## config.mk

```make
export PLATFORM = sky130hd
export DESIGN_NAME = qug_global_ctrl
export DESIGN_NICKNAME = d
export VERILOG_FILES = /design/src/verilog/qug_pkg.sv /design/src/verilog/qug_global_ctrl.sv
export VERILOG_INCLUDE_DIRS = /design/src /design/src/verilog
export SDC_FILE = /design/constraint.sdc
export NUM_CORES = 1
export LEC_CHECK = 0
export BUFFER_PORTS_ARGS = -buffer_cell sky130_fd_sc_hd__buf_2
export CORE_ASPECT_RATIO = 1.5
export CORE_MARGIN = 1.5
export CORE_UTILIZATION = 35
export CTS_CLUSTER_DIAMETER = 150
export DETAILED_ROUTE_END_ITERATION = 12
export GPL_TIMING_DRIVEN = 0
export PLACE_DENSITY_LB_ADDON = 0.3
export SLEW_MARGIN = 20
export SYNTH_ARGS = -nofsm -noshare
export SYNTH_HDL_FRONTEND = slang
export SYNTH_SLANG_ARGS = --single-unit
```

## constraint.sdc

```tcl
create_clock -name i_ref_clk -period 2.81 [get_ports i_ref_clk]
set_clock_uncertainty 0.2 [all_clocks]
set_input_delay 0.1405 -clock i_ref_clk [delete_from_list [all_inputs] [get_ports i_ref_clk]]
set_output_delay 0.1405 -clock i_ref_clk [all_outputs]
set_load 0.005 [all_outputs]
```

## src/verilog/qug_params.svh

```systemverilog
// constants for the quad uart global control block
`ifndef QUG_PARAMS_SVH
`define QUG_PARAMS_SVH
`define QUG_OFF_CTRL 8'h00
`define QUG_OFF_IDENT 8'h04
`define QUG_OFF_PIN 8'h08
`define QUG_OFF_PINSEL 8'h0C
`define QUG_BCAST_BIT 16
`define QUG_EE_CLK_BIT 20
`define QUG_EE_CS_BIT 21
`define QUG_EE_DO_BIT 22
`define QUG_EE_DI_BIT 23
`define QUG_SLEEP_RST 4'h0
`define QUG_SLEEP_ALL 4'hF
`define QUG_PINSEL_RST 8'hFF
`define QUG_PIN_RST 8'h00
`define QUG_PIN_CODE 3'h6
`define QUG_WAKE_CLKS 32
`define QUG_WCNT_W 6
`endif

```

## src/verilog/qug_pkg.sv

```systemverilog
// types shared by the quad uart global control block
package qug_pkg;
  typedef enum logic [1:0] {
    ST_AWAKE,
    ST_ASLEEP,
    ST_WAKING
  } qug_state_t;

  typedef struct packed {
    logic [7:0] irq_en;
    logic [7:0] level;
    logic [7:0] tristate;
    logic [7:0] invert;
    logic [7:0] direction;
  } qug_pin_cfg_t;

  typedef struct packed {
    logic clk;
    logic cs;
    logic dout;
  } qug_eeprom_t;
endpackage

```

## src/verilog/qug_global_ctrl.sv

```systemverilog
// device-wide control registers of the quad uart
//
// Overview of operation
// RULE_01 - writing one resets that channel's registers, bit then self-clears
// RULE_02 - reset bit n targets channel n, bits zero to three
// RULE_03 - sleep only when idle, divisors set, all enabled, no deltas
// RULE_04 - oscillator is halted while asleep
// RULE_05 - wake on rx start edge, transmit load or modem input change
// RULE_06 - re-enter sleep automatically once everything is serviced
// RULE_07 - host reads modem status to clear a modem wake cause
// RULE_08 - uart is fully usable 32 crystal clocks after wake
// RULE_09 - wake raises a special interrupt, cleared by summary byte read
// RULE_10 - sleep enable holds one bit per channel, upper bits reserved
// RULE_11 - ident byte: series in upper nibble, channel count lower
// RULE_12 - revision byte, code rises by one per revision letter
// RULE_13 - broadcast bit makes config writes reach all four channels
// RULE_14 - write-only bits 20..22 drive eeprom clock, select and data
// RULE_15 - bit 23 reads eeprom data pin, bits 17..19 reserved
// RULE_16 - each pin: input invert and interrupt, or output high/low/off
// RULE_17 - all pin interrupts are ORed into one request on channel 0
// RULE_18 - pin register bit n belongs to pin n
// RULE_19 - pin request shows as source code 6 on channel 0
// RULE_20 - pin request clears on a read of the pin level byte
// RULE_21 - eeprom output bits hold until rewritten, reset low
`timescale 1ns/1ps
`include "qug_params.svh"
module qug_global_ctrl #(
  parameter logic [3:0] SERIES = 4'hA, // arbitrary value
  parameter logic [7:0] REVISION = 8'h05 // arbitrary value
) (
  input wire logic i_ref_clk,
  input wire logic i_srst,
  input wire logic i_reg_wr,
  input wire logic i_reg_rd,
  input wire logic [7:0] i_reg_addr,
  input wire logic [3:0] i_reg_be,
  input wire logic [31:0] i_reg_wdata,
  output logic [31:0] o_reg_rdata,
  input wire logic [3:0] i_int_summary,
  input wire logic i_summary_rd,
  input wire logic [3:0] i_divisor_nonzero,
  input wire logic [3:0] i_modem_delta,
  input wire logic [3:0] i_rx_in,
  input wire logic [3:0] i_tx_load,
  input wire logic [15:0] i_modem_in,
  input wire logic [2:0] i_ch0_src_code,
  output logic [2:0] o_ch0_src_code,
  output logic [3:0] o_chan_reset,
  output logic o_broadcast,
  output logic o_osc_run,
  output logic o_uart_ready,
  output logic o_wake_irq,
  output logic o_ee_clk,
  output logic o_ee_cs,
  output logic o_ee_dout,
  input wire logic i_ee_din,
  input wire logic [7:0] i_pin,
  output logic [7:0] o_pin_out,
  output logic [7:0] o_pin_oe,
  output logic o_pin_irq
);
  // ----------------------------------------------------------------
  // register decode
  // ----------------------------------------------------------------
  logic wr_ctrl, wr_ident, wr_pin, wr_sel, rd_pin_lvl;
  assign wr_ctrl = i_reg_wr && (i_reg_addr == `QUG_OFF_CTRL);
  assign wr_ident = i_reg_wr && (i_reg_addr == `QUG_OFF_IDENT);
  assign wr_pin = i_reg_wr && (i_reg_addr == `QUG_OFF_PIN);
  assign wr_sel = i_reg_wr && (i_reg_addr == `QUG_OFF_PINSEL);
  assign rd_pin_lvl = i_reg_rd && (i_reg_addr == `QUG_OFF_PIN) &&
                      i_reg_be[1];

  logic [3:0] chan_rst_q;
  logic [3:0] sleep_en_q;
  logic bcast_q;
  qug_pkg::qug_eeprom_t ee_q;
  qug_pkg::qug_pin_cfg_t pin_q;
  qug_pkg::qug_state_t state_q;
  logic [`QUG_WCNT_W-1:0] wcnt_q;
  logic wake_irq_q;
  logic pin_irq_q;
  logic [7:0] pin_act_q;
  logic [3:0] rx_prev_q;
  logic [15:0] modem_prev_q;
  logic [31:0] rdata_q;

  // ----------------------------------------------------------------
  // channel soft reset
  // ----------------------------------------------------------------
  // one-cycle pulse per written one; nothing is stored, so it reads 0
  always_ff @(posedge i_ref_clk) begin
    if (i_srst) begin
      chan_rst_q <= 4'h0;
    end else if (wr_ctrl && i_reg_be[2]) begin
      chan_rst_q <= i_reg_wdata[19:16]; // [RULE_01] [RULE_02]
    end else begin
      chan_rst_q <= 4'h0; // [RULE_01]
    end
  end
  assign o_chan_reset = chan_rst_q;

  // ----------------------------------------------------------------
  // sleep enable, broadcast and eeprom bits
  // ----------------------------------------------------------------
  always_ff @(posedge i_ref_clk) begin
    if (i_srst) begin
      sleep_en_q <= `QUG_SLEEP_RST;
    end else if (wr_ctrl && i_reg_be[3]) begin
      sleep_en_q <= i_reg_wdata[27:24]; // [RULE_10]
    end
  end

  // eeprom bits only move on a write, so software bit-bangs at leisure
  always_ff @(posedge i_ref_clk) begin
    if (i_srst) begin
      bcast_q <= 1'b0;
      ee_q <= '0; // [RULE_21]
    end else if (wr_ident && i_reg_be[2]) begin
      bcast_q <= i_reg_wdata[`QUG_BCAST_BIT]; // [RULE_13]
      ee_q.clk <= i_reg_wdata[`QUG_EE_CLK_BIT]; // [RULE_14]
      ee_q.cs <= i_reg_wdata[`QUG_EE_CS_BIT]; // [RULE_14]
      ee_q.dout <= i_reg_wdata[`QUG_EE_DO_BIT]; // [RULE_14]
    end
  end
  assign o_broadcast = bcast_q; // [RULE_13]
  assign o_ee_clk = ee_q.clk;
  assign o_ee_cs = ee_q.cs;
  assign o_ee_dout = ee_q.dout;

  // ----------------------------------------------------------------
  // multipurpose pins
  // ----------------------------------------------------------------
  always_ff @(posedge i_ref_clk) begin
    if (i_srst) begin
      pin_q.irq_en <= `QUG_PIN_RST;
      pin_q.level <= `QUG_PIN_RST;
      pin_q.tristate <= `QUG_PIN_RST;
      pin_q.invert <= `QUG_PIN_RST;
      pin_q.direction <= `QUG_PINSEL_RST;
    end else begin
      if (wr_pin && i_reg_be[0]) pin_q.irq_en <= i_reg_wdata[7:0];
      if (wr_pin && i_reg_be[1]) pin_q.level <= i_reg_wdata[15:8];
      if (wr_pin && i_reg_be[2]) pin_q.tristate <= i_reg_wdata[23:16];
      if (wr_pin && i_reg_be[3]) pin_q.invert <= i_reg_wdata[31:24];
      if (wr_sel && i_reg_be[0]) pin_q.direction <= i_reg_wdata[7:0];
    end
  end

  // direction bit one means input; outputs drive unless tri-stated
  logic [7:0] pin_in_lvl, pin_act, pin_rd_lvl;
  assign o_pin_out = pin_q.level; // [RULE_16] [RULE_18]
  assign o_pin_oe = ~pin_q.direction & ~pin_q.tristate; // [RULE_16]
  assign pin_in_lvl = i_pin ^ pin_q.invert; // [RULE_16]
  assign pin_act = pin_in_lvl & pin_q.irq_en & pin_q.direction;
  assign pin_rd_lvl = (pin_in_lvl & pin_q.direction) |
                      (pin_q.level & ~pin_q.direction);

  // edge sensed so a held level does not re-raise after the clearing read
  logic pin_rise;
  assign pin_rise = |(pin_act & ~pin_act_q); // [RULE_17]
  always_ff @(posedge i_ref_clk) begin
    if (i_srst) begin
      pin_act_q <= 8'h00;
      pin_irq_q <= 1'b0;
    end else begin
      pin_act_q <= pin_act;
      if (pin_rise) begin
        pin_irq_q <= 1'b1; // [RULE_17]
      end else if (rd_pin_lvl) begin
        pin_irq_q <= 1'b0; // [RULE_20]
      end
    end
  end
  assign o_pin_irq = pin_irq_q;
  assign o_ch0_src_code = pin_irq_q ? `QUG_PIN_CODE :
                          i_ch0_src_code; // [RULE_19]

  // ----------------------------------------------------------------
  // sleep and wake
  // ----------------------------------------------------------------
  logic sleep_ok, wake_ev;
  assign sleep_ok = (i_int_summary == 4'h0) && (&i_divisor_nonzero) &&
                    (sleep_en_q == `QUG_SLEEP_ALL) &&
                    (i_modem_delta == 4'h0) && (&i_rx_in) &&
                    !wake_irq_q; // [RULE_03] [RULE_06]
  assign wake_ev = |(rx_prev_q & ~i_rx_in) || (|i_tx_load) ||
                   (i_modem_in != modem_prev_q); // [RULE_05]

  always_ff @(posedge i_ref_clk) begin
    if (i_srst) begin
      rx_prev_q <= 4'hF;
      modem_prev_q <= 16'h0000;
    end else begin
      rx_prev_q <= i_rx_in;
      modem_prev_q <= i_modem_in;
    end
  end

  // modem wake cause stays in the channel until the host reads its
  // modem status; sleep_ok waits on the delta bits for that [RULE_07]
  always_ff @(posedge i_ref_clk) begin
    if (i_srst) begin
      state_q <= qug_pkg::ST_AWAKE;
      wcnt_q <= '0;
    end else begin
      case (state_q)
        qug_pkg::ST_AWAKE: begin
          if (sleep_ok && !wake_ev) state_q <= qug_pkg::ST_ASLEEP; // [RULE_03]
        end
        qug_pkg::ST_ASLEEP: begin
          if (wake_ev) begin
            state_q <= qug_pkg::ST_WAKING; // [RULE_05]
            wcnt_q <= '0;
          end
        end
        qug_pkg::ST_WAKING: begin
          if (wcnt_q == `QUG_WCNT_W'(`QUG_WAKE_CLKS - 1)) begin
            state_q <= qug_pkg::ST_AWAKE; // [RULE_08]
          end else begin
            wcnt_q <= wcnt_q + `QUG_WCNT_W'(1);
          end
        end
        default: state_q <= qug_pkg::ST_AWAKE;
      endcase
    end
  end
  assign o_osc_run = (state_q != qug_pkg::ST_ASLEEP); // [RULE_04]
  assign o_uart_ready = (state_q == qug_pkg::ST_AWAKE); // [RULE_08]

  // a fresh wake beats a summary read in the same cycle
  always_ff @(posedge i_ref_clk) begin
    if (i_srst) begin
      wake_irq_q <= 1'b0;
    end else if (state_q == qug_pkg::ST_ASLEEP && wake_ev) begin
      wake_irq_q <= 1'b1; // [RULE_09]
    end else if (i_summary_rd) begin
      wake_irq_q <= 1'b0; // [RULE_09]
    end
  end
  assign o_wake_irq = wake_irq_q;

  // ----------------------------------------------------------------
  // read data
  // ----------------------------------------------------------------
  // unmapped addresses and write-only or reserved bits read as zero
  always_ff @(posedge i_ref_clk) begin
    if (i_srst) begin
      rdata_q <= 32'h0000_0000;
    end else if (i_reg_rd) begin
      case (i_reg_addr)
        `QUG_OFF_CTRL: begin
          rdata_q <= {4'h0, sleep_en_q, 24'h00_0000}; // [RULE_10]
        end
        `QUG_OFF_IDENT: begin
          rdata_q <= {8'h00, i_ee_din, 6'h00, bcast_q, // [RULE_15]
                      SERIES, 4'h4, REVISION}; // [RULE_11] [RULE_12]
        end
        `QUG_OFF_PIN: rdata_q <= {pin_q.invert, pin_q.tristate,
                                  pin_rd_lvl, pin_q.irq_en};
        `QUG_OFF_PINSEL: rdata_q <= {24'h00_0000, pin_q.direction};
        default: rdata_q <= 32'h0000_0000;
      endcase
    end
  end
  assign o_reg_rdata = rdata_q;

  // helper for the checks: cycles spent running but not yet ready; a long
  // window is counted here because a repetition that long would not unroll
  logic [`QUG_WCNT_W-1:0] wake_gap_q;
  always_ff @(posedge i_ref_clk) begin
    if (i_srst || o_uart_ready || !o_osc_run) begin
      wake_gap_q <= '0;
    end else if (wake_gap_q != '1) begin
      wake_gap_q <= wake_gap_q + `QUG_WCNT_W'(1);
    end
  end
  logic chan_rst_wr;
  assign chan_rst_wr = wr_ctrl && i_reg_be[2];
endmodule

```

==> summary.txt, run 1 <==
Detailed routing
  – Post-route ant nets: 0
  – Iteration-0 DRC Markers: 233
  – First-pass DRT Iterations: 4
  – Vias per cell: 4.89
  – WL/cell: about 16 µm
  – Vias: 5012
  – Number of remaining DRC errors: 0
  – Total routed wirelength: approximately 16000 µm

STA
  – Least-Margin Pin Slew: ~0.97 ns
  – FMAX: 0.366 GHz
  – Final Cycle Share: between 90% and 100%
  – Setup Viol. Count Final: 0
  – Final TNS setup: 0 ns
  – RSZ-0062 raised after global routing: false
  – Final min period: 2.73 ns
  – Final worst slack: 0.0783 ns
  – Final hold violation count: 0
  – Worst hold slack: 0.0571 ns
  – Slew headroom: about a third
  – Max Slew Vio Count: 0

Die
  – Die span in y: 153 µm
  – Initial Utilization: 36.0%
  – Core area: 0.0147 mm²
  – # rows: 54
  – Die Span X: approximately 100 µm
  – Die area: between 0.015 and 0.02 mm²
  – I/O pins: 160

Global routing
  – Largest net degree at the start of global routing: 17
  – Tot GR Track Use: 21.5%
  – First-pass GRT wire length: 25700 µm
  – Initial antenna violation count: 0
  – Vias in the first global route: 5004
  – GR Overflow Total: 0

Clocking
  – Inserted Clock Buffers: 17
  – Clk sink count: 122
  – CTS tree: done
  – CTS clk-pin slew, worst paths: ~0.060 ns
  – Post-CTS Setup Repair Bufs: 0
  – CTS max path bufs: 2
  – Worst-Skew Late Latency: 0.41 ns
  – CTS root buf: clkbuf_16
  – H-tree Lvls: 4

Synthesis
  – Synth Register Bits: 122
  – Avg Cell Area, Syn: 9.28 µm²
  – Sequential area share after synthesis: 46.3%
  – Async set or reset register ratio after synthesis: 0%
  – Synth Instances: roughly 570
  – EDFF count, synth: 0
  – Synth Flop Type: dfxtp_1
  – Cell area after synthesis: 0.00527 mm²
  – Synth cell types: 57
  – Syn Nets: 666
  – Yosys warning count: 0

Job
  – MaxCap Viol Count: 0

Cells and area
  – Most common cell after layout, fill and taps aside: buf_2
  – Number of diodes: 0
  – Ratio of cells with drive above 1 in the final layout: between 20 and 30%
  – Fill cells: 1377
  – Layout area overhead: 44.5%
  – Footprint of the multi-input gates: 0.00264 mm²
  – Register area: 0.00244 mm²
  – Nets: approximately 910
  – Most frequent cells in the layout: buf_2, dfxtp_1, nor2_1, dlygate4sd3_1, mux2i_1
  – Fin area: 0.00762 mm²
  – Final std cells w/o fill: 1024

Critical path
  – Critical Path Sink Type: flop
  – Critical-path top delay cell: dlygate4sd3_1
  – Critical path's most frequent cell: dlygate4sd3_1
  – Worst-path cell chain: dlygate4sd3_1 -> buf_2 -> or4_1 -> dlygate4sd3_1 -> nor2_2 -> nand4_1 -> o22ai_1 -> dlygate4sd3_1
  – CP startpoint kind: primary input
  – CP bufs+invs: 4
  – Kind of critical path: primary input to flop
  – Largest delay share family, worst path: buffers and inverters
  – Worst EP required: 2.96 ns
  – Critical Path Fanout Max: 5
  – Worst EP arrival: 2.89 ns
  – CP max stage delay: 0.59 ns

Hold path
  – Min-delay worst type: primary input to flop

Placed design
  – Placer congestion estimate: 0.841
  – IO Port Bufs: 159
  – Placed insts: ~900
  – Worst slack at placement: 0.520 ns
  – HPWL Detailed: 12100 µm
  – Dpl cell area: roughly 0.0063 mm²

Pwr
  – Pleak: 3.41 nW
  – PwrDens: approximately 570 mW/mm²
  – Max VDD drop: 0.361 mV

Outcome
  – Status: finished, final reports clean
-- worst reg2reg max path: stages, from the launching register on --
cell,delay [ns]
dfxtp_1,0.33
clkbuf_1,0.35
nor2b_1,0.41
a21oi_1,0.11
or2_2,0.28
o22ai_1,0.18
dlygate4sd3_1,0.59
-- cells by family after synthesis --
group / synth area share, %
flip-flops: 46.3
XOR/XNOR: 3.99
adder cells (fa/ha/maj): 0.237
AO/OA/AOI/OAI: 9.54
buffers and inverters: 3.63
AND/OR/NAND/NOR: 25.0
multiplexers: 11.3
-- layout make-up --
cell class                      count  area share (%)
Inverter                            7           0.345
Clock inverter                     13            2.20
Sequential cell                   122            32.1
Multi-Input combinational cell    405            34.7
Timing Repair Buffer              228            19.5
Tap cell                          196            3.22
Buffer                             34            2.17
Clock buffer                       19            5.82
-- Yosys cell counts, drive strengths merged (2+ instances only) --
master	number	share of area, %
nor2	74	5.3
dfxtp	122	46
a211oi	2	0.28
and2	9	1.1
o2111ai	3	0.50
xnor2	8	1.3
nand2b	16	1.9
nand3	12	1.1
a21o	2	0.28
xor2	16	2.7
o41ai	2	0.33
and3	3	0.36
clkbuf	20	1.4
a41oi	2	0.33
inv	7	0.50
or3	2	0.24
mux2	10	2.1
a31oi	2	0.24
nor3	19	2.0
o32ai	4	0.66
or2	8	0.95
a21oi	39	3.7
buf	14	1.7
nand2	28	2.0
nor2b	41	4.9
nor4b	4	1.1
mux2i	48	9.1
nor4	8	1.1
nand4	11	1.7
or4	3	0.43
a22o	2	0.33
o211ai	6	0.85
o21ai	4	0.38
-- through the flow --
step | utilization, % | power, mW
finish | 51.9 | 4.32
global route | 51.9 | 4.47
global placement | 43.1 | 2.02
floorplan | - | 1.90
detailed placement | 43.1 | 2.02
CTS | 51.9 | 4.35
-- timing repair --
| action | in CTS | in global routing |
|---|---|---|
| setup endpoints to repair | 0 | 1 |
| hold buffers | 69 | 0 |
| hold endpoints to repair | 88 | 0 |
| resized for setup | 0 | 1 |
-- power by group --
group / internal (mW) / switching, mW
Clock: 1.43 / 0.836
Combinational: 0.165 / 0.146
Sequential: 1.75 / 0.00620
-- final timing paths --
path / start / end / slack [ns] / cells after the start
min: i_reg_addr[3] / o_reg_rdata[9] / 0.06 / 5
min reg2reg: o_reg_rdata[11] / o_reg_rdata[11] / 0.26 / 2
max: i_tx_load[2] / wcnt_q[2] / 0.08 / 8
max reg2reg: state_q[1] / wcnt_q[2] / 0.29 / 6
-- registers in the layout, summed over array words and instances, names as in the netlist --
register,flops
state_q,2
rx_prev_q,4
pin_q,32
modem_prev_q,16
o_wake_irq,1
pin_act_q,8
o_reg_rdata,32
o_chan_reset,4
sleep_en_q,4
o_pin_out,8
wcnt_q,6
o_ee_cs,1
o_ee_dout,1
o_ee_clk,1
o_broadcast,1
o_pin_irq,1
-- routing by layer --
| layer | up-vias | GRT usage (%) | part of all wire (%) |
|---|---|---|---|
| li1 | 2475 | - | - |
| met1 | 2366 | 24.0 | 39 |
| met2 | 156 | 39.0 | 54 |
| met3 | 15 | 5.35 | 5.5 |
| met4 | 0 | 7.14 | 1.3 |
| met5 | - | 0 | 0 |
Power figures use the tool's default switching activity.
==> run 2, diff against run 1 <==
--- a/config.mk
+++ b/config.mk
@@ -13,7 +13,6 @@
 export CTS_CLUSTER_DIAMETER = 150
 export DETAILED_ROUTE_END_ITERATION = 12
 export GPL_TIMING_DRIVEN = 0
-export PLACE_DENSITY_LB_ADDON = 0.3
 export SLEW_MARGIN = 20
 export SYNTH_ARGS = -nofsm -noshare
 export SYNTH_HDL_FRONTEND = slang
==> summary.txt, run 2 (synthesis gave the netlist of run 1 again) <==
Critical path
  – Critical Path Fanout Max: 5
  – CP startpoint kind: primary input
  – Critical-path top delay cell: dlygate4sd3_1
  – Worst EP arrival: 2.87 ns
  – CP max stage delay: 0.59 ns
  – Worst-path cell chain: dlygate4sd3_1 -> buf_2 -> or4_1 -> dlygate4sd3_1 -> nor2_2 -> nand4_1 -> o22ai_1 -> dlygate4sd3_1
  – Critical path's most frequent cell: dlygate4sd3_1
  – Worst EP required: 2.96 ns
  – Kind of critical path: primary input to flop
  – Register-to-register setup slack: roughly 0.30 ns
  – Critical Path Sink Type: flop

Die
  – Initial Utilization: between 30% and 40%
  – Die Span X: 103 µm
  – Die area: 0.0158 mm²
  – Die span in y: 153 µm
  – Core area: 0.0147 mm²
  – # rows: between 50 and 60
  – I/O pins: 160

Global routing
  – Tot GR Track Use: roughly 22%
  – GR Overflow Total: 0
  – Vias in the first global route: 5222
  – First-pass GRT wire length: 26100 µm
  – Initial antenna violation count: 1
  – Largest net degree at the start of global routing: 17

Cells and area
  – Ratio of cells with drive above 1 in the final layout: 27.6%
  – Fill cells: ~1400
  – Layout area overhead: 43.3%
  – Most frequent cells in the layout: buf_2, dfxtp_1, nor2_1, dlygate4sd3_1, mux2i_1
  – Most common cell after layout, fill and taps aside: buf_2
  – Nets: 912

Clocking
  – CTS root buf: clkbuf_16
  – CTS tree: done
  – CTS clk-pin slew, worst paths: approximately 0.050 ns
  – Clk sink count: roughly 120
  – Worst-Skew Late Latency: between 0.4 and 0.5 ns
  – H-tree Lvls: 4
  – Inserted Clock Buffers: 17
  – Post-CTS Setup Repair Bufs: 0
  – CTS max path bufs: 2

Detailed routing
  – First-pass DRT Iterations: 5
  – WL/cell: 16.3 µm
  – Total routed wirelength: 16600 µm
  – Iteration-0 DRC Markers: 267
  – Number of remaining DRC errors: 0
  – Post-route ant nets: 0
  – Vias per cell: around 5
  – Vias: slightly above 5000

STA
  – Final Cycle Share: a little over nine tenths
  – FMAX: 0.368 GHz
  – Setup Viol. Count Final: 0
  – Final min period: 2.71 ns
  – Final hold violation count: 0
  – Final TNS setup: 0 ns
  – RSZ-0062 raised after global routing: false
  – Max Slew Vio Count: 0
  – Least-Margin Pin Slew: roughly 1.1 ns
  – Slew headroom: 25.8%
  – Worst hold slack: 0.0308 ns

Placed design
  – Placer congestion estimate: ~0.92
  – HPWL Detailed: 12400 µm
  – IO Port Bufs: roughly 160

Pwr
  – Max VDD drop: between 0.4 and 0.5 mV
  – PwrDens: 542 mW/mm²
  – Pleak: between 3 and 4 nW

Hold path
  – Min-delay worst type: primary input to flop

Outcome
  – Status: finished, final reports clean

Job
  – MaxCap Viol Count: 0
[run 2: report_power, final]
group	switching, mW	total (mW)	internal [mW]	leakage, nW
combinational	0.146	0.310	0.164	2.13
sequential	0.00695	1.76	1.75	0.988
clock	0.736	2.02	1.29	0.273
total	0.889	4.09	3.20	3.39
[run 2: per-stage QoR]
step | util (%) | cell area, µm² | instances | power, mW | setup WS, ns
CTS | 51.5 | 7550 | 1021 | 4.11 | 0.0849
finish | 51.5 | 7550 | 1022 | 4.09 | 0.0955
global placement | 43.1 | 6310 | 923 | 2.02 | 0.530
floorplan | - | 5270 | 568 | 1.90 | 0.983
detailed placement | 43.1 | 6310 | 923 | 2.03 | 0.434
global route | 51.5 | 7550 | 1022 | 4.24 | 0.0312
[run 2: final cells by class]
| class | count | area [µm²] | share of cell area, % |
|---|---|---|---|
| diodes | 1 | 2.50 | 0.0331 |
| plain buffers | 34 | 165 | 2.19 |
| clock buffers | 22 | 484 | 6.41 |
| clock inverters | 8 | 70.1 | 0.928 |
| inverters | 7 | 26.3 | 0.348 |
| multi-input cells | 405 | 2640 | 35.0 |
| flip-flops and latches | 122 | 2440 | 32.3 |
| well taps | 196 | 245 | 3.25 |
| repair buffers | 227 | 1480 | 19.5 |
[run 2: metal layers]
| layer | up-vias | global-route usage [%] | wire length (µm) |
|---|---|---|---|
| met2 | 187 | 38.9 | 8680 |
| met5 | - | 0 | 0 |
| met3 | 38 | 5.58 | 1010 |
| li1 | 2479 | - | - |
| met1 | 2396 | 23.3 | 6260 |
| met4 | 0 | 10.6 | 656 |
[run 2: final timing paths]
check,start,endpoint,cells past startpoint
max,i_tx_load[2],wcnt_q[2],8
min,i_ee_din,o_reg_rdata[23],4
max reg2reg,rx_prev_q[0],wcnt_q[3],4
min reg2reg,o_reg_rdata[11],o_reg_rdata[11],2
[run 2: critical path: cells and delay by family]
| kind | cells | cell delay, ns |
|---|---|---|
| and+or+nand+nor | 3 | 0.77 |
| buffers and inverters | 4 | 1.80 |
| AOI/OAI and AO/OA | 1 | 0.16 |
[run 2: what timing repair did]
item,in CTS,in global routing
resized for setup,0,1
hold buffers,68,0
hold endpoints to repair,87,0
endpoints found under the setup margin,0,1
==> run 3, diff against run 2 <==
--- a/config.mk
+++ b/config.mk
@@ -6,13 +6,14 @@
 export SDC_FILE = /design/constraint.sdc
 export NUM_CORES = 1
 export LEC_CHECK = 0
-export BUFFER_PORTS_ARGS = -buffer_cell sky130_fd_sc_hd__buf_2
+export BUFFER_PORTS_ARGS = -buffer_cell sky130_fd_sc_hd__buf_4
 export CORE_ASPECT_RATIO = 1.5
 export CORE_MARGIN = 1.5
 export CORE_UTILIZATION = 35
 export CTS_CLUSTER_DIAMETER = 150
 export DETAILED_ROUTE_END_ITERATION = 12
 export GPL_TIMING_DRIVEN = 0
+export SETUP_SLACK_MARGIN = 0.3
 export SLEW_MARGIN = 20
 export SYNTH_ARGS = -nofsm -noshare
 export SYNTH_HDL_FRONTEND = slang
==> summary.txt, run 3 (synthesis gave the netlist of run 1 again) <==
Detailed routing
  – Metal2 WL: approximately 9000 µm
  – WL met1: about 6300 µm
  – First-pass DRT Iterations: 5
  – Highest Signal Layer: met4
  – Total routed wirelength: approximately 17000 µm
  – Vias per cell: 4.98
  – Vias: 5086
  – Post-route ant nets: 0
  – Number of remaining DRC errors: 0
  – Detail Route met3 WL: 998 µm
  – WL/cell: 16.5 µm
  – Iteration-0 DRC Markers: 268

Pwr
  – Max VDD drop: 0.385 mV
  – Clock Power Share: 53.4%
  – Pint: 3.59 mW
  – Comb power frac: under 10%
  – Pleak: 3.52 nW
  – PwrDens: 563 mW/mm²
  – Total net switching power: 936 µW
  – Reg power frac: between 30% and 40%
  – Sw frac: 20.6%

Cells and area
  – Nets: 911
  – Fin area: about 0.0081 mm²
  – Fill cells: 1317
  – Most frequent cells in the layout: buf_4, dfxtp_1, nor2_1, dlygate4sd3_1, mux2i_1
  – Number of diodes: 0
  – Layout area overhead: 52.8%
  – Register area: roughly 0.0024 mm²
  – Footprint of the multi-input gates: 0.00265 mm²
  – Ratio of cells with drive above 1 in the final layout: 28.0%
  – Most common cell after layout, fill and taps aside: buf_4

STA
  – Least-Margin Pin Slew: 0.935 ns
  – FMAX: 0.459 GHz
  – Slew headroom: 37.2%
  – Worst hold slack: 0.0400 ns
  – Setup Viol. Count Final: 0
  – Final hold violation count: 0
  – Final TNS setup: 0 ns
  – Max Slew Vio Count: 0
  – Final Cycle Share: between 70% and 80%
  – RSZ-0062 raised after global routing: false
  – Final min period: 2.18 ns

Outcome
  – Status: finished, final reports clean

Global routing
  – Vias in the first global route: about 5200
  – First-pass GRT wire length: between 20000 and 30000 µm
  – Initial antenna violation count: 0
  – GR Overflow Total: 0
  – Largest net degree at the start of global routing: 17
  – Tot GR Track Use: 22.2%

Hold path
  – Hold endpoint: wcnt_q[5]
  – Hold path cells: 5
  – Min-delay worst type: primary input to flop
  – Hold Startpoint: i_tx_load[1]

Clocking
  – CTS max path bufs: 2
  – CTS root buf: clkbuf_16
  – Post-CTS Setup Repair Bufs: 0
  – Clk sink count: 122
  – Worst-Skew Late Latency: 0.41 ns
  – CTS clk-pin slew, worst paths: 0.06 ns
  – CTS tree: done
  – H-tree Lvls: 4
  – Inserted Clock Buffers: 17

Placed design
  – Dpl cell area: approximately 0.0067 mm²
  – IO Port Bufs: 159
  – HPWL Detailed: 12600 µm
  – Placer congestion estimate: 0.891

Die
  – Core area: roughly 0.015 mm²
  – # rows: 54
  – Die Span X: roughly 100 µm
  – Initial Utilization: 36.0%
  – Die area: roughly 0.016 mm²
  – Die span in y: 153 µm
  – I/O pins: 160

Critical path
  – CP startpoint kind: primary input
  – Register-to-register setup slack: 0.72 ns
  – Reg2reg end: wcnt_q[3]
  – Worst EP required: 2.90 ns
  – Critical Path Fanout Max: 5
  – Reg2Reg Depth: 4
  – Worst EP arrival: 2.28 ns
  – Reg2Reg Launch Point: modem_prev_q[0]
  – Critical Path Sink Type: flop
  – Kind of critical path: primary input to flop
  – Critical Path Start: i_modem_in[1]

Job
  – MaxCap Viol Count: 0
## run 3: cell types whose count changed in the layout (fill, tap and decap cells not counted), moves of 2 or more
cell	before	now
buf_4	9	168
buf_2	162	3
clkinv_2	5	3
bufinv_16	1	5
nor4_1	7	5
nor4_2	1	3
## run 3: worst max path at each step
stage	to	slack (ns)	depth (start not counted)
6_report	wcnt_q[3]	0.63	6
5_1_grt	wcnt_q[4]	0.50	6
4_1_cts	wcnt_q[3]	0.33	6
3_5_place_dp	wcnt_q[3]	0.42	4
3_3_place_gp	o_reg_rdata[4]	0.53	6
2_1_floorplan	pin_q[0]	0.98	6
## run 3: critical path, stage by stage
cell	delay, ns
dlygate4sd3_1	0.55
buf_4	0.15
xor2_1	0.14
nor4_2	0.58
nand3_1	0.31
o41ai_1	0.41
## run 3: power by group through the flow
stage / combinational [mW] / clock (mW) / sequential [mW]
floorplan: 0.110 / 0 / 1.79
global placement: 0.270 / 0 / 1.79
detailed placement: 0.275 / 0 / 1.79
CTS: 0.352 / 2.46 / 1.75
global route: 0.386 / 2.54 / 1.75
finish: 0.356 / 2.42 / 1.75
## run 3: layout make-up
type | instances | area share (%)
multi-input combinational | 405 | 32.9
buffer | 34 | 2.05
inverter | 7 | 0.326
timing repair buffer | 226 | 23.1
sequential | 122 | 30.3
clock inverter | 11 | 2.36
clock buffer | 21 | 5.84
tap | 196 | 3.04
## run 3: timing repair
item,4_1_cts,5_1_grt
endpoints found under the hold margin,87,0
resized for setup,0,2
hold buffers,67,0
setup endpoints to repair,0,5
## run 3: per-layer routing
| metal | vias to the layer above | track usage [%] |
|---|---|---|
| met4 | 0 | 8.62 |
| met3 | 33 | 5.62 |
| met5 | - | 0 |
| li1 | 2464 | - |
| met1 | 2395 | 23.3 |
| met2 | 194 | 40.9 |
## run 3: metrics by stage
stage	instances	util, %	setup WS (ns)	power (mW)
4_1_cts	1022	54.8	0.330	4.56
5_1_grt	1022	54.9	0.498	4.68
3_5_place_dp	923	45.8	0.420	2.07
3_3_place_gp	923	45.8	0.527	2.06
2_1_floorplan	568	-	0.983	1.90
6_report	1022	54.9	0.629	4.53
